## src/core/sbrw_pkg.sv

```systemverilog
// sbrw_pkg: constants, register map, field layouts and types of the staged watchdog.
// assumes a 10 MHz core clock and a plain one-cycle register port.
package sbrw_pkg;

    // clock and time base
    localparam int unsigned CLK_PERIOD_NS  = 100;
    localparam int unsigned SEC_NS         = 1000000000;
    localparam logic [23:0] SEC_CYCLES_DEF = 24'(SEC_NS / CLK_PERIOD_NS);

    // register byte offsets
    localparam logic [7:0] OFS_CTRL    = 8'h00;
    localparam logic [7:0] OFS_STAGE   = 8'h04;
    localparam logic [7:0] OFS_SERVICE = 8'h08;
    localparam logic [7:0] OFS_STATUS  = 8'h0C;
    localparam logic [7:0] OFS_MASK    = 8'h10;
    localparam logic [7:0] OFS_STATE   = 8'h14;

    // reset values
    localparam logic [10:0] CTRL_RST  = 11'h018;
    localparam logic [17:0] STAGE_RST = 18'h00000;
    localparam logic [4:0]  MASK_RST  = 5'h00;

    // status and mask bit positions
    localparam int unsigned ST_BOOT_EXP = 0;
    localparam int unsigned ST_STAGE0   = 1;
    localparam int unsigned ST_ARMED    = 4;
    localparam int unsigned ST_W        = 5;

    // timeout tables in seconds
    localparam logic [10:0] BOOT_SEC  [7]  = '{11'd0, 11'd30, 11'd60, 11'd120, 11'd300,
                                               11'd600, 11'd1800};
    localparam logic [10:0] DELAY_SEC [8]  = '{11'd0, 11'd10, 11'd30, 11'd60, 11'd120,
                                               11'd300, 11'd600, 11'd1800};
    localparam logic [10:0] STAGE_SEC [10] = '{11'd1, 11'd2, 11'd5, 11'd10, 11'd30,
                                               11'd60, 11'd120, 11'd300, 11'd600, 11'd1800};

    typedef enum logic [1:0] {
        RT_MODE_OFF,
        RT_MODE_FIRST_SERVICE,
        RT_MODE_SINGLE,
        RT_MODE_REPEAT
    } sbrw_rt_mode_t;

    typedef enum logic [1:0] {
        EV_NONE,
        EV_OS,
        EV_RESET,
        EV_PWR
    } sbrw_ev_t;

    typedef enum logic [1:0] {
        RT_IDLE,
        RT_DELAY,
        RT_RUN
    } sbrw_rt_state_t;

    // control word, 11 bits in the low end of CTRL
    typedef struct packed {
        logic [2:0]    delay_sel;
        logic          notify_restart;
        sbrw_rt_mode_t rt_mode;
        logic          stop_pwd;
        logic          stop_user;
        logic [2:0]    boot_sel;
    } sbrw_ctrl_t;

    // stage word, 18 bits in the low end of STAGE
    typedef struct packed {
        logic [3:0] to3;
        logic [3:0] to2;
        logic [3:0] to1;
        logic [1:0] ev3;
        logic [1:0] ev2;
        logic [1:0] ev1;
    } sbrw_stage_t;

    // register port request
    typedef struct packed {
        logic [7:0]  addr;
        logic [31:0] wdata;
        logic        wr;
        logic        rd;
    } sbrw_bus_req_t;

endpackage : sbrw_pkg

```

## src/core/sbrw_core.sv

```systemverilog
// sbrw_core: boot-phase watchdog and three-stage runtime watchdog with register port.
// assumes firmware status pins are asynchronous, the register port is on core_clk,
// and the event outputs are pulses consumed by platform reset and power logic.
//
// Behaviour
// RULE1: boot watchdog timeout is off, 30s, 1, 2, 5, 10 or 30 min; off by default.
// RULE2: boot watchdog counts only during self-test and resets the system on expiry.
// RULE3: with user stop set, boot count halts during boot menu or password wait.
// RULE4: with password stop set, boot count halts while password entry is pending.
// RULE5: first-service mode turns the runtime watchdog off at the first service.
// RULE6: single-pass mode runs each stage once, then turns itself off.
// RULE7: repeating mode re-fires the last stage each timeout until system reset.
// RULE8: runtime watchdog is off by default and starts just before the os boots.
// RULE9: a start delay of none, 10s, 30s, 1, 2, 5, 10 or 30 min precedes arming.
// RULE10: stage one always fires an os notice, reset or power-button event.
// RULE11: stages two and three are off or fire os notice, reset or power button.
// RULE12: each stage has its own timeout from 1s to 30 min.
// RULE13: the os notice asks for either shutdown or restart.
// RULE14: a shutdown notice is signalled as an over-temperature condition.
// RULE15: a restart notice is signalled as a fatal platform error.
// RULE16: each service restarts timing from stage one.
// RULE17: an unserviced stage timeout fires its event and starts the next enabled stage.
//
// Decided for this implementation: the address map and the address-and-strobe port.
`timescale 1ns/1ps
`default_nettype none

module sbrw_core
    import sbrw_pkg::*;
#(
    parameter logic [23:0] SEC_CYCLES = sbrw_pkg::SEC_CYCLES_DEF
) (
    // clock and reset
    input  wire logic                  core_clk,
    input  wire logic                  srst,
    // register port
    input  wire sbrw_pkg::sbrw_bus_req_t bus_req,
    output logic [31:0]                rd_data,
    // firmware status pins
    input  wire logic                  boot_self_test_phase,
    input  wire logic                  boot_menu_shown,
    input  wire logic                  setup_pwd_wait,
    input  wire logic                  pwd_entry_pending,
    input  wire logic                  os_boot_start,
    // platform events
    output logic                       sys_reset_req,
    output logic                       pwr_button_req,
    output logic                       os_overtemp_notify,
    output logic                       os_fatal_error_notify,
    output logic                       irq
);
    import sbrw_pkg::*;

    localparam int unsigned NPIN = 5;

    // decode a stage's configured event; stage one cannot be off
    function automatic sbrw_ev_t stage_event(input logic [1:0] idx, input sbrw_stage_t cfg);
        sbrw_ev_t ev;
        ev = EV_NONE;
        case (idx)
            2'd0: begin
                ev = (cfg.ev1 == 2'h1) ? EV_RESET :
                     (cfg.ev1 == 2'h2) ? EV_PWR : EV_OS;
            end
            2'd1: ev = sbrw_ev_t'(cfg.ev2);
            2'd2: ev = sbrw_ev_t'(cfg.ev3);
            default: ev = EV_NONE;
        endcase
        return ev;
    endfunction : stage_event

    // timeout of a stage in seconds; out-of-range selectors clamp to the longest
    function automatic logic [10:0] stage_secs(input logic [1:0] idx, input sbrw_stage_t cfg);
        logic [3:0] sel;
        sel = (idx == 2'd0) ? cfg.to1 : (idx == 2'd1) ? cfg.to2 : cfg.to3;
        if (sel > 4'd9) begin
            sel = 4'd9;
        end
        return STAGE_SEC[sel];
    endfunction : stage_secs

    // pin synchronisers
    logic [NPIN-1:0] pin_raw;
    logic [NPIN-1:0] pin_meta_reg;
    logic [NPIN-1:0] pin_sync_reg;
    logic            os_start_prev_reg;

    assign pin_raw = {os_boot_start, pwd_entry_pending, setup_pwd_wait,
                      boot_menu_shown, boot_self_test_phase};

    generate
        for (genvar i = 0; i < NPIN; i++) begin : g_sync
            always_ff @(posedge core_clk) begin
                if (srst) begin
                    pin_meta_reg[i] <= 1'b0;
                    pin_sync_reg[i] <= 1'b0;
                end else begin
                    pin_meta_reg[i] <= pin_raw[i];
                    pin_sync_reg[i] <= pin_meta_reg[i];
                end
            end
        end
    endgenerate

    always_ff @(posedge core_clk) begin
        if (srst) begin
            os_start_prev_reg <= 1'b0;
        end else begin
            os_start_prev_reg <= pin_sync_reg[4];
        end
    end

    // registers
    sbrw_ctrl_t      ctrl_reg;
    sbrw_stage_t     stage_reg;
    logic [ST_W-1:0] status_reg;
    logic [ST_W-1:0] mask_reg;
    logic            wr_ctrl;
    logic            wr_stage;
    logic            wr_status;
    logic            service;

    assign wr_ctrl   = bus_req.wr && (bus_req.addr == OFS_CTRL);
    assign wr_stage  = bus_req.wr && (bus_req.addr == OFS_STAGE);
    assign wr_status = bus_req.wr && (bus_req.addr == OFS_STATUS);
    assign service   = bus_req.wr && (bus_req.addr == OFS_SERVICE);

    always_ff @(posedge core_clk) begin
        if (srst) begin
            ctrl_reg  <= sbrw_ctrl_t'(CTRL_RST); // see RULE1 see RULE8
            stage_reg <= sbrw_stage_t'(STAGE_RST); // see RULE11
            mask_reg  <= MASK_RST;
        end else begin
            if (wr_ctrl) begin
                ctrl_reg <= sbrw_ctrl_t'(bus_req.wdata[10:0]);
            end
            if (wr_stage) begin
                stage_reg <= sbrw_stage_t'(bus_req.wdata[17:0]);
            end
            if (bus_req.wr && (bus_req.addr == OFS_MASK)) begin
                mask_reg <= bus_req.wdata[ST_W-1:0];
            end
        end
    end

    // boot-phase watchdog
    logic        boot_halt;
    logic        boot_run;
    logic        boot_expire;
    logic [10:0] boot_target;
    logic [23:0] boot_sub_reg;
    logic [10:0] boot_sec_reg;

    assign boot_halt   = (ctrl_reg.stop_user && (pin_sync_reg[1] || pin_sync_reg[2])) // see RULE3
                       || (ctrl_reg.stop_pwd && pin_sync_reg[3]); // see RULE4
    assign boot_target = (ctrl_reg.boot_sel > 3'd6) ? BOOT_SEC[6] : BOOT_SEC[ctrl_reg.boot_sel];
    assign boot_run    = pin_sync_reg[0] && (boot_target != 11'd0) && !boot_halt; // see RULE2
    assign boot_expire = boot_run && (boot_sub_reg == SEC_CYCLES - 24'd1)
                       && (boot_sec_reg == boot_target - 11'd1); // see RULE1

    // halting keeps the elapsed count; leaving self-test discards it
    always_ff @(posedge core_clk) begin
        if (srst) begin
            boot_sub_reg <= 24'h000000;
            boot_sec_reg <= 11'h000;
        end else if (!pin_sync_reg[0] || boot_expire) begin
            boot_sub_reg <= 24'h000000;
            boot_sec_reg <= 11'h000;
        end else if (boot_run) begin
            if (boot_sub_reg == SEC_CYCLES - 24'd1) begin
                boot_sub_reg <= 24'h000000;
                boot_sec_reg <= boot_sec_reg + 11'd1;
            end else begin
                boot_sub_reg <= boot_sub_reg + 24'd1;
            end
        end
    end

    // runtime watchdog
    sbrw_rt_state_t rt_state_reg;
    logic [1:0]     rt_stage_reg;
    logic [23:0]    rt_sub_reg;
    logic [10:0]    rt_sec_reg;
    logic [10:0]    rt_target;
    logic           rt_elapsed;
    logic           rt_expire;
    logic           rt_arm;
    logic           rt_last;
    logic [1:0]     rt_next;
    logic           os_start_edge;
    sbrw_ev_t       rt_event;

    assign os_start_edge = pin_sync_reg[4] && !os_start_prev_reg;
    assign rt_target     = (rt_state_reg == RT_DELAY) ? DELAY_SEC[ctrl_reg.delay_sel]
                                                      : stage_secs(rt_stage_reg, stage_reg); // see RULE12
    assign rt_elapsed    = (rt_sub_reg == SEC_CYCLES - 24'd1) && (rt_sec_reg == rt_target - 11'd1);
    assign rt_arm        = (rt_state_reg == RT_DELAY) && rt_elapsed; // see RULE9
    assign rt_expire     = (rt_state_reg == RT_RUN) && rt_elapsed && !service;
    assign rt_event      = stage_event(rt_stage_reg, stage_reg); // see RULE10 see RULE11

    // next enabled stage after the current one, if any
    always_comb begin
        rt_next = rt_stage_reg;
        rt_last = 1'b1;
        if (rt_stage_reg == 2'd0 && stage_event(2'd1, stage_reg) != EV_NONE) begin
            rt_next = 2'd1;
            rt_last = 1'b0;
        end else if (rt_stage_reg != 2'd2 && stage_event(2'd2, stage_reg) != EV_NONE) begin
            rt_next = 2'd2;
            rt_last = 1'b0;
        end
    end

    always_ff @(posedge core_clk) begin
        if (srst) begin
            rt_state_reg <= RT_IDLE;
            rt_stage_reg <= 2'd0;
        end else begin
            case (rt_state_reg)
                RT_IDLE: begin
                    if (os_start_edge && ctrl_reg.rt_mode != RT_MODE_OFF) begin // see RULE8
                        rt_stage_reg <= 2'd0;
                        rt_state_reg <= (DELAY_SEC[ctrl_reg.delay_sel] == 11'd0)
                                        ? RT_RUN : RT_DELAY; // see RULE9
                    end
                end
                RT_DELAY: begin
                    if (ctrl_reg.rt_mode == RT_MODE_OFF) begin
                        rt_state_reg <= RT_IDLE;
                    end else if (service && ctrl_reg.rt_mode == RT_MODE_FIRST_SERVICE) begin
                        rt_state_reg <= RT_IDLE; // see RULE5
                    end else if (rt_arm) begin
                        rt_state_reg <= RT_RUN;
                    end
                end
                RT_RUN: begin
                    if (ctrl_reg.rt_mode == RT_MODE_OFF) begin
                        rt_state_reg <= RT_IDLE;
                    end else if (service) begin
                        rt_stage_reg <= 2'd0; // see RULE16
                        if (ctrl_reg.rt_mode == RT_MODE_FIRST_SERVICE) begin
                            rt_state_reg <= RT_IDLE; // see RULE5
                        end
                    end else if (rt_expire) begin
                        if (!rt_last) begin
                            rt_stage_reg <= rt_next; // see RULE17
                        end else if (ctrl_reg.rt_mode != RT_MODE_REPEAT) begin
                            rt_state_reg <= RT_IDLE; // see RULE6
                        end
                        // repeating mode stays on the last stage and re-times it; see RULE7
                    end
                end
                default: rt_state_reg <= RT_IDLE;
            endcase
        end
    end

    // stage timer restarts on arming, each service and each stage change
    always_ff @(posedge core_clk) begin
        if (srst) begin
            rt_sub_reg <= 24'h000000;
            rt_sec_reg <= 11'h000;
        end else if (rt_state_reg == RT_IDLE || rt_arm || rt_expire || service) begin
            rt_sub_reg <= 24'h000000; // see RULE16 see RULE17
            rt_sec_reg <= 11'h000;
        end else if (rt_sub_reg == SEC_CYCLES - 24'd1) begin
            rt_sub_reg <= 24'h000000;
            rt_sec_reg <= rt_sec_reg + 11'd1;
        end else begin
            rt_sub_reg <= rt_sub_reg + 24'd1;
        end
    end

    // event outputs, one-cycle pulses
    always_ff @(posedge core_clk) begin
        if (srst) begin
            sys_reset_req         <= 1'b0;
            pwr_button_req        <= 1'b0;
            os_overtemp_notify    <= 1'b0;
            os_fatal_error_notify <= 1'b0;
        end else begin
            sys_reset_req         <= boot_expire || (rt_expire && rt_event == EV_RESET); // see RULE2
            pwr_button_req        <= rt_expire && rt_event == EV_PWR;
            // the os cannot be restarted directly, so the notice is reworded; see RULE13
            os_overtemp_notify    <= rt_expire && rt_event == EV_OS
                                     && !ctrl_reg.notify_restart; // see RULE14
            os_fatal_error_notify <= rt_expire && rt_event == EV_OS
                                     && ctrl_reg.notify_restart; // see RULE15
        end
    end

    // sticky status, write one to clear; a same-cycle event wins over the clear
    logic [ST_W-1:0] status_set;

    always_comb begin
        status_set                           = '0;
        status_set[ST_BOOT_EXP]              = boot_expire;
        status_set[ST_STAGE0 + rt_stage_reg] = rt_expire;
        status_set[ST_ARMED]                 = rt_arm
                                             || (os_start_edge && rt_state_reg == RT_IDLE
                                                 && ctrl_reg.rt_mode != RT_MODE_OFF
                                                 && DELAY_SEC[ctrl_reg.delay_sel] == 11'd0);
    end

    always_ff @(posedge core_clk) begin
        if (srst) begin
            status_reg <= '0;
        end else begin
            status_reg <= (status_reg & ~(wr_status ? bus_req.wdata[ST_W-1:0] : '0))
                        | status_set;
        end
    end

    always_ff @(posedge core_clk) begin
        if (srst) begin
            irq <= 1'b0;
        end else begin
            irq <= |(status_reg & mask_reg);
        end
    end

    // read data stands one cycle after the strobe only; unmapped reads return zero
    always_ff @(posedge core_clk) begin
        if (srst) begin
            rd_data <= 32'h00000000;
        end else if (bus_req.rd) begin
            case (bus_req.addr)
                OFS_CTRL:   rd_data <= {21'h000000, ctrl_reg};
                OFS_STAGE:  rd_data <= {14'h0000, stage_reg};
                OFS_STATUS: rd_data <= {27'h0000000, status_reg};
                OFS_MASK:   rd_data <= {27'h0000000, mask_reg};
                OFS_STATE:  rd_data <= {12'h000, pin_sync_reg[0], boot_halt,
                                        rt_state_reg, rt_stage_reg, 3'h0, rt_sec_reg};
                default:    rd_data <= 32'h00000000;
            endcase
        end else begin
            rd_data <= 32'h00000000;
        end
    end

endmodule : sbrw_core

`default_nettype wire

```

## config.mk

```make
export PLATFORM = sky130hd
export DESIGN_NAME = sbrw_core
export DESIGN_NICKNAME = d
export VERILOG_FILES = /design/src/core/sbrw_pkg.sv /design/src/core/sbrw_core.sv
export SDC_FILE = /design/constraint.sdc
export NUM_CORES = 1
export LEC_CHECK = 0
export ABC_AREA = 1
export BUFFER_PORTS_ARGS = -buffer_cell sky130_fd_sc_hd__buf_2
export CAP_MARGIN = 20
export CORE_ASPECT_RATIO = 1.4
export CORE_UTILIZATION = 55
export CTS_CLUSTER_SIZE = 40
export DETAILED_ROUTE_END_ITERATION = 7
export PLACE_DENSITY_LB_ADDON = 0.05
export SETUP_SLACK_MARGIN = 0.05
export SYNTH_ARGS = -nofsm -noshare
export SYNTH_HDL_FRONTEND = slang
export SYNTH_SLANG_ARGS = --single-unit
```

## constraint.sdc

```tcl
create_clock -name core_clk -period 4.3 [get_ports core_clk]
set_clock_uncertainty 0.1 [all_clocks]
set_input_delay 1.29 -clock core_clk [delete_from_list [all_inputs] [get_ports core_clk]]
set_output_delay 1.29 -clock core_clk [all_outputs]
set_load 0.05 [all_outputs]
```

==> results of run 1 <==
[cell type report]
class	count	area, sq um	area share [%]
timing repair buffer	71	397.9	4.202
sequential	149	2983	31.50
clock inverter	12	141.4	1.493
inverter	182	693.2	7.320
tap	192	240.2	2.537
multi-input combinational	799	4547	48.02
clock buffer	20	466.7	4.929
[through the flow]
stage	cells	worst slack (ns)	util [%]	cell area [sq um]
3_3_place_gp	1393	0.5240	59.13	8861
3_5_place_dp	1393	0.5041	59.13	8861
4_1_cts	1425	0.5004	63.18	9469
2_1_floorplan	1164	1.160	-	8459
6_report	1425	0.4706	63.18	9469
5_1_grt	1425	0.1649	63.18	9469
[cell families (layout without fill, tap and decap cells)]
group | Yosys count | count (layout)
simple gates | 552 | 552
other cells | 1 | 12
fa+ha+maj | 19 | 19
buf+inv | 216 | 285
compound gates | 172 | 172
xor+xnor | 44 | 44
flops | 149 | 149
[tightest hold or removal path, stage by stage, from the launching register on]
cell and delay, ns:
dfxtp_1 0.30, inv_1 0.04, nor2_1 0.03
[final timing paths]
path | end | slack, ns | cells past startpoint
min | pin_sync_reg[3] | 0.30 | 2
max reg2reg | rt_sub_reg[14] | 0.47 | 19
min reg2reg | pin_sync_reg[3] | 0.30 | 2
max | rt_sub_reg[14] | 0.47 | 19
[synth_stat cells, types with 5 or more instances]
master	n
inv_1	169
a221oi_1	7
o22ai_1	9
nand2_1	181
ha_1	19
clkbuf_1	11
o211ai_1	6
a31oi_1	5
or2_2	7
o21ai_0	61
dfxtp_1	149
nor3_1	46
xor2_1	35
nand4_1	31
xnor2_1	9
nand3_2	12
nor2_1	125
nor2_4	28
inv_2	7
a21oi_1	66
buf_4	15
nand3_1	64
nor4_1	14
nand2_2	13
nand2_4	5
nand3_4	5
[metal layers]
metal / vias to the layer above / track usage [%] / share of wire, %
li1: 3887 / - / -
met1: 3415 / 30.38 / 41
met2: 183 / 47.81 / 51
met3: 51 / 4.557 / 3.6
met4: 0 / 12.95 / 3.4
met5: - / 0 / 0
[power by group through the flow]
stage | combinational [mW] | clock, mW | sequential, mW
6_report | 0.0892 | 1.52 | 1.39
5_1_grt | 0.0977 | 1.61 | 1.39
4_1_cts | 0.0894 | 1.54 | 1.39
3_5_place_dp | 0.0890 | 0 | 1.42
3_3_place_gp | 0.0889 | 0 | 1.42
2_1_floorplan | 0.0660 | 0 | 1.42
==> flow_summary.json, run 1 <==
{
  "status": "finished, final reports clean",
  "commonest_non_fill_non_tap_cell_in_the_layout": "nand2_1",
  "detailed_place_hpwl_microns": 15520,
  "power.share.clock_pct": 50.7,
  "slew-limit-headroom_pct": 36.90,
  "chipWidth_microns": 106.6,
  "clk_pin_slew_worst_paths_ns": 0.06,
  "slowest_stage": "dfxtp_1",
  "postSynthRegisterBits": 149,
  "mux_cell_area_share_after_synthesis_pct": 0,
  "totalWireLength_microns": 20210,
  "gpl.final_weighted_congestion": 0.8734,
  "timing.critical_path.slowest_cell_delay_ns": 0.68,
  "timing_worst_setup_path_type": "reg2reg",
  "synth_enable_flop_cells": 0,
  "rr_startpoint": "rt_stage_reg[0]",
  "worst_hold_startpoint": "pin_meta_reg[3]",
  "count_of_final_setup_violators": 0,
  "placement_rows": 53,
  "clock_tree.htree_level_count": 4,
  "grt_start_max_net_pins": 37,
  "cp_max_fo": 11,
  "async_reset_ff_share_pct": 0,
  "synthAdderAreaFrac_pct": 2.824,
  "viasPerCell": 5.288,
  "post_cts_buffers": 0,
  "yosys.area_share.simple_pct": 34.51,
  "max_freq_mhz": 261.1,
  "final-max-slew-violation-count": 0,
  "crit_path_frequent_cell": "nor2_4",
  "place.port_buffers": 59,
  "first_global_vias": 7064,
  "resize_count_post_cts": 0,
  "setup_total_negative_slack_ns": 0,
  "grt_antenna_before_repair": 0,
  "root_buffer": "clkbuf_16",
  "worst_setup_path_startpoint": "rt_stage_reg[0]",
  "dominant_combinational_cell_family_by_area_after_synthesis": "simple AND/OR/NAND/NOR gates",
  "dr.first_iter.drc_count": 426,
  "mostFrequentLayoutCells": "nand2_1, inv_1, dfxtp_1",
  "synthToLayoutAreaGrowth_pct": 12.49,
  "cts_tree": "done",
  "timing_worst_slew_pin_value_ns": 0.9402,
  "drive_above_1_share_pct": 16.22,
  "max_cap_viol_count": 0,
  "drcViolationCount": 0,
  "numCtsBuffers": 17,
  "internal_power_mw": 2.317,
  "post_cts_hold_buffer_count": 0,
  "antennaDiodeCount": 0,
  "die_ar_sq_um": 15810,
  "power_switching_mw": 0.6777,
  "final.period_utilization_pct": 89.06,
  "cts_buffer_depth": 2,
  "grt.overflow.total": 0,
  "synth_xor_area_share_pct": 4.578,
  "grtUsageTotal_pct": 26.70,
  "cp_cell_sequence": "inv_4, nor2_4, nand2_2, nand3_4, nand2_2, a21oi_1, a21boi_0, ha_1, xor2_1, nand4_1, nor3b_1, nand2_1, a21oi_2, nand3_2, nor2_4, nand3_2, nand4_4, buf_4, nor2_4",
  "leakagePower_nw": 3.780,
  "report.final.hold_viol_count": 0,
  "setup_repair_after_global_routing_missed_its_margin": "no",
  "synth.area.top_cells": "dfxtp_1, nand2_1, inv_1, nor2_1, a21oi_1",
  "finalPower_mw": 2.995,
  "power.share.switching_pct": 22.63,
  "yosys.area.top_type": "dfxtp_1",
  "postRouteAntennaNets": 0,
  "pwr_density_cell_nw_per_um2": 316.2,
  "max-vdd-ir-drop_uv": 248.3,
  "num_io_pins": 86,
  "p_comb_share_pct": 3.0,
  "fp.dieH_microns": 148.4,
  "crit_path_start_kind": "register",
  "design.core.area_sq_um": 14990,
  "fillCellCount": 1424,
  "worst_hold_path_type": "reg2reg",
  "seq_power_share_pct": 46.3,
  "ys_seq_area_share_pct": 35.43,
  "timing.critical_path.required_ns": 4.52,
  "clock_sinks": 149,
  "drt_pre_antenna_iters": 7,
  "arrival_ns": 4.05,
  "cp_top_family": "simple AND/OR/NAND/NOR gates",
  "setup.worst_path.end_class": "register",
  "worst_skew_pair.late_latency_ns": 0.43,
  "synth-compound-area-share_pct": 11.56,
  "critPathBufInv": 2,
  "synth.cell_area_sq_um": 8418,
  "synth_cells": 1153,
  "min_period_ns": 3.829,
  "synth_top_area_share_pct": 35.43,
  "final_net_count": 1288,
  "routed-via-count": 7536,
  "most_instantiated_flip_flop_cell_in_the_synthesis_netlist": "dfxtp_1",
  "grt_first_pass_wirelength_microns": 33350,
  "fin_hold_ws_ns": 0.3024,
  "start_util_pct": 56.17,
  "yosys_warnings": 0,
  "route.detailed.wl_per_inst_microns": 14.18,
  "synth.distinct_cells": 56,
  "syn_area_per_cell_sq_um": 7.301
}
Note: power is estimated with default switching activity, not from simulation.
==> inputs of run 2 (changes only) <==
--- a/config.mk
+++ b/config.mk
@@ -13,6 +13,7 @@
 export CTS_CLUSTER_SIZE = 40
 export DETAILED_ROUTE_END_ITERATION = 7
 export PLACE_DENSITY_LB_ADDON = 0.05
+export RECOVER_POWER = 50
 export SETUP_SLACK_MARGIN = 0.05
 export SYNTH_ARGS = -nofsm -noshare
 export SYNTH_HDL_FRONTEND = slang
==> run 2 against run 1 <==
- first-iteration DRC count fell by 5.2%
- the run now ends with max-capacitance violations left
- count of clock-buffer cells in the layout unchanged
- power about the same
- worst hold slack about the same
- critical path type unchanged
- global-route usage unchanged
- maximum frequency grew 0.43%
- design area decreased by 0.42%
- combinational power is 0.7% lower
- utilization shrank 0.27 points
==> flow_summary.json, run 2 (synthesized netlist as in run 1, its figures left out) <==
{
  "gpl.final_weighted_congestion": 0.8734,
  "max_freq_mhz": 262.3,
  "num_io_pins": 86,
  "place.port_buffers": 59,
  "drcViolationCount": 0,
  "setup_total_negative_slack_ns": 0,
  "clock_tree.htree_level_count": 4,
  "setup_repair_after_global_routing_missed_its_margin": "no",
  "timing.critical_path.slowest_cell_delay_ns": 0.66,
  "status": "finished with violations",
  "post_cts_buffers": 0,
  "pwr_density_cell_nw_per_um2": 317.5,
  "postRouteAntennaNets": 0,
  "critPathBufInv": 2,
  "violations": "max-capacitance violations",
  "routed-via-count": 7532,
  "viasPerCell": 5.286,
  "post_cts_hold_buffer_count": 0,
  "start_util_pct": 56.17,
  "timing.critical_path.required_ns": 4.52,
  "drt_pre_antenna_iters": 5,
  "drive_above_1_share_pct": 13.95,
  "numCtsBuffers": 17,
  "final_util_pct": 62.92,
  "min_period_ns": 3.813,
  "grtUsageTotal_pct": 26.70,
  "max-vdd-ir-drop_uv": 247.7,
  "cp_max_fo": 11,
  "cp_top_family": "simple AND/OR/NAND/NOR gates",
  "design.core.area_sq_um": 14990,
  "root_buffer": "clkbuf_16",
  "detailed_place_hpwl_microns": 15520,
  "die_ar_sq_um": 15810,
  "grt_first_pass_wirelength_microns": 33350,
  "totalWireLength_microns": 20250,
  "first_global_vias": 7064,
  "grt_antenna_before_repair": 0,
  "grt.overflow.total": 0,
  "route.detailed.wl_per_inst_microns": 14.21,
  "multi_input_gate_area_sq_um": 4547,
  "crit_path_start_kind": "register",
  "slew-limit-headroom_pct": 1.346,
  "setup.worst_path.end_class": "register",
  "timing_worst_slew_pin_value_ns": 1.464,
  "resize_count_post_cts": 0,
  "cp_cell_sequence": "inv_4, nor2_4, nand2_2, nand3_4, nand2_2, a21oi_1, a21boi_0, ha_1, xor2_1, nand4_1, nor3b_1, nand2_1, a21oi_2, nand3_2, nor2_4, nand3_2, nand4_4, buf_4, nor2_4",
  "slowest_stage": "dfxtp_1",
  "max_cap_viol_count": 1,
  "crit_path_frequent_cell": "nor2_4",
  "cts_tree": "done",
  "worst_skew_pair.late_latency_ns": 0.43,
  "fin_hold_ws_ns": 0.3024,
  "clock_sinks": 149,
  "chipWidth_microns": 106.6,
  "placement_rows": 53,
  "fillCellCount": 1432,
  "grt_start_max_net_pins": 37,
  "cts_buffer_depth": 2,
  "final.period_utilization_pct": 88.67,
  "final_net_count": 1288,
  "report.final.hold_viol_count": 0,
  "count_of_final_setup_violators": 0,
  "dr.first_iter.drc_count": 404,
  "seqCellArea_sq_um": 2983,
  "fp.dieH_microns": 148.4,
  "antennaDiodeCount": 0,
  "synthToLayoutAreaGrowth_pct": 12.01,
  "final-max-slew-violation-count": 0,
  "arrival_ns": 4.03,
  "worst_hold_path_type": "reg2reg",
  "mostFrequentLayoutCells": "nand2_1, inv_1, dfxtp_1",
  "clk_pin_slew_worst_paths_ns": 0.06,
  "leakagePower_nw": 3.659,
  "commonest_non_fill_non_tap_cell_in_the_layout": "nand2_1",
  "timing_worst_setup_path_type": "reg2reg"
}
## run 2: cell count changes in the layout (fill, tap and decap cells not counted)
cell / before / now
o21ai_0: 61 / 62
clkbuf_1: 0 / 28
buf_2: 59 / 33
o21ai_1: 3 / 2
buf_4: 11 / 9
## run 2: path summary, 6_finish.rpt
kind / to / slack [ns] / startpoint / cells after the start
worst min register to register: pin_sync_reg[3] / 0.30 / pin_meta_reg[3] / 2
worst max-delay path: rt_sub_reg[14] / 0.49 / rt_stage_reg[0] / 19
worst min-delay path: pin_sync_reg[3] / 0.30 / pin_meta_reg[3] / 2
worst max register to register: rt_sub_reg[14] / 0.49 / rt_stage_reg[0] / 19
## run 2: metrics by stage
stage	power (mW)	setup slack (ns)	instances	cell area, sq um
detailed placement	1.507	0.5041	1393	8861
floorplan	1.484	1.160	1164	8459
global route	3.091	0.1649	1425	9429
finish	2.994	0.4871	1425	9429
global placement	1.507	0.5240	1393	8861
CTS	3.015	0.5004	1425	9469
## run 2: worst min-delay path, delay by kind of cell (launching register included)
family | cells | cell delay (ns)
DFF | 1 | 0.30
and+or+nand+nor | 1 | 0.03
buffers and inverters | 1 | 0.04
## run 2: final cells by class
cell class,instances,area share (%)
Clock buffer,20,4.950
Timing Repair Buffer,71,3.795
Multi-Input combinational cell,799,48.22
Inverter,182,7.351
Sequential cell,149,31.63
Clock inverter,12,1.499
Tap cell,192,2.548
## run 2: metal layers
metal | GRT usage, % | part of all wire [%] | vias to the layer above
met1 | 30.38 | 42 | 3420
li1 | - | - | 3890
met5 | 0 | 0 | -
met4 | 12.95 | 3.4 | 0
met3 | 4.557 | 3.4 | 49
met2 | 47.81 | 51 | 173
## run 2: power by group
| group | switching, mW | leakage, nW | internal [mW] |
|---|---|---|---|
| combinational | 0.0659 | 2.16 | 0.0227 |
| sequential | 0.00183 | 1.20 | 1.39 |
| clock | 0.610 | 0.294 | 0.908 |
| total | 0.678 | 3.66 | 2.32 |
==> inputs of run 3 (changes only) <==
--- a/config.mk
+++ b/config.mk
@@ -9,7 +9,7 @@
 export BUFFER_PORTS_ARGS = -buffer_cell sky130_fd_sc_hd__buf_2
 export CAP_MARGIN = 20
 export CORE_ASPECT_RATIO = 1.4
-export CORE_UTILIZATION = 55
+export CORE_UTILIZATION = 48
 export CTS_CLUSTER_SIZE = 40
 export DETAILED_ROUTE_END_ITERATION = 7
 export PLACE_DENSITY_LB_ADDON = 0.05
==> run 3 against run 2 <==
- the flow now finishes without violations
- die area is 14% higher
- combinational power is essentially flat
- utilization is 6.9 points lower
- largest cell class unchanged
- register-to-register slack gained 0.05 ns
- final cell count increased by 2.8%
- maximum frequency is essentially flat
- flip-flop and latch count stayed put
- via count shrank 1.2%
- design area up 0.65%
- sequential share of layout area down 0.20 points
- global-route usage down 1.9 points
==> flow_summary.json, run 3 (synthesized netlist as in run 1, its figures left out) <==
{
  "root_buffer": "clkbuf_16",
  "busiest_layer": "met2",
  "synthToLayoutAreaGrowth_pct": 12.74,
  "cp_cell_sequence": "clkbuf_1, clkinv_1, nand2_1, inv_1, o21ai_1, o32ai_1",
  "route.detailed.wl_per_inst_microns": 14.51,
  "gpl.final_weighted_congestion": 0.8497,
  "design.core.area_sq_um": 16960,
  "cts_tree": "done",
  "worst_skew_pair.late_latency_ns": 0.43,
  "resize_count_post_cts": 0,
  "final.period_utilization_pct": 88.63,
  "worstHoldEndpoint": "pin_sync_reg[0]",
  "numCtsBuffers": 17,
  "drive_above_1_share_pct": 13.79,
  "post_cts_buffers": 0,
  "final_util_pct": 55.97,
  "crit_path_start_kind": "primary input",
  "fillCellCount": 1727,
  "grtUsageTotal_pct": 24.79,
  "place.port_buffers": 59,
  "max_freq_mhz": 262.4,
  "clock_tree.htree_level_count": 4,
  "grt_first_pass_wirelength_microns": 34640,
  "pwr_density_cell_nw_per_um2": 317.7,
  "antennaDiodeCount": 0,
  "postRouteAntennaNets": 0,
  "final_net_count": 1288,
  "worst_hold_startpoint": "pin_meta_reg[0]",
  "slew-limit-headroom_pct": 17.24,
  "die_ar_sq_um": 18080,
  "start_util_pct": 49.65,
  "commonest_non_fill_non_tap_cell_in_the_layout": "nand2_1",
  "fp.dieH_microns": 158.7,
  "grt_antenna_before_repair": 0,
  "grt_start_max_net_pins": 34,
  "seqCellArea_sq_um": 2983,
  "multi_input_gate_area_sq_um": 4547,
  "setup_total_negative_slack_ns": 0,
  "dr.first_iter.drc_count": 549,
  "placement_rows": 56,
  "setup_repair_after_global_routing_missed_its_margin": "no",
  "drt_pre_antenna_iters": 6,
  "cp_max_fo": 24,
  "timing.critical_path.required_ns": 4.46,
  "max-vdd-ir-drop_uv": 209.7,
  "status": "finished, final reports clean",
  "setup.worst_path.end_class": "register",
  "drcViolationCount": 0,
  "timing.critical_path.slowest_cell_delay_ns": 0.85,
  "worst_hold_path_type": "reg2reg",
  "grt.overflow.total": 0,
  "worst-r2r-cell-count": 20,
  "timing_worst_slew_pin_value_ns": 1.241,
  "clk_pin_slew_worst_paths_ns": 0.07,
  "num_io_pins": 86,
  "slowest_stage": "clkbuf_1",
  "finalPower_mw": 3.015,
  "rr_startpoint": "rt_stage_reg[0]",
  "first_global_vias": 7028,
  "reg2reg_to": "rt_sub_reg[0]",
  "leakagePower_nw": 3.663,
  "timing_worst_setup_path_type": "in2reg",
  "min_period_ns": 3.811,
  "routed-via-count": 7445,
  "post_cts_hold_buffer_count": 0,
  "viasPerCell": 5.082,
  "cts_buffer_depth": 2,
  "report.final.hold_viol_count": 0,
  "worst-r2r-setup-slack_ns": 0.54,
  "min_path_cells": 2,
  "clock_sinks": 149,
  "chipWidth_microns": 113.9,
  "mostFrequentLayoutCells": "nand2_1, inv_1, dfxtp_1",
  "totalWireLength_microns": 21260,
  "detailed_place_hpwl_microns": 16460,
  "arrival_ns": 3.97,
  "final-max-slew-violation-count": 0,
  "count_of_final_setup_violators": 0,
  "global_route_met1_usage_pct": 27.57,
  "grt_use_met2_pct": 45.92,
  "groute.layer.met3.usage_pct": 4.758,
  "max_cap_viol_count": 0
}
==> run 3: worst max-delay path: cells and delay by family <==
kind	cells	cell delay, ns
AO/OA/AOI/OAI	2	0.79
buffers and inverters	3	1.60
AND/OR/NAND/NOR	1	0.28
==> run 3: where the power goes <==
part / internal [mW] / switching [mW]
registers: 1.39 / 0.00183
logic: 0.0226 / 0.0661
clock network: 0.921 / 0.618
total: 2.33 / 0.686
==> run 3: layout make-up <==
cell class                      count  share of cell area (%)
Inverter                          182                   7.304
Timing Repair Buffer               71                   3.942
Clock buffer                       19                   4.562
Sequential cell                   149                   31.43
Tap cell                          232                   3.059
Multi-Input combinational cell    799                   47.91
Clock inverter                     13                   1.793
==> run 3: how the worst max path moves through the flow <==
stage | start | cells past startpoint | slack (ns) | end
global placement | bus_req[41] | 11 | 0.52 | ctrl_reg[8]
finish | srst | 6 | 0.49 | rd_data[14]
floorplan | bus_req[41] | 11 | 1.16 | ctrl_reg[3]
CTS | rt_stage_reg[0] | 20 | 0.52 | rt_sub_reg[0]
global route | ctrl_reg[1] | 14 | 0.19 | boot_sub_reg[19]
detailed placement | bus_req[41] | 11 | 0.48 | ctrl_reg[9]
==> run 3: routing by layer <==
metal	vias up	share of wire (%)
met1	3410	41
met2	126	53
met4	0	2.6
li1	3875	-
met5	-	0
met3	34	3.3
==> run 3: per-stage QoR <==
stage | instance area (sq um) | hold WS [ns] | setup WS (ns) | std cells
CTS | 9527 | 0.3034 | 0.5182 | 1465
global placement | 8924 | 0.2922 | 0.5178 | 1433
global route | 9490 | 0.3143 | 0.1929 | 1465
detailed placement | 8924 | 0.2942 | 0.4847 | 1433
floorplan | 8459 | 0.2883 | 1.160 | 1164
finish | 9490 | 0.3018 | 0.4888 | 1465
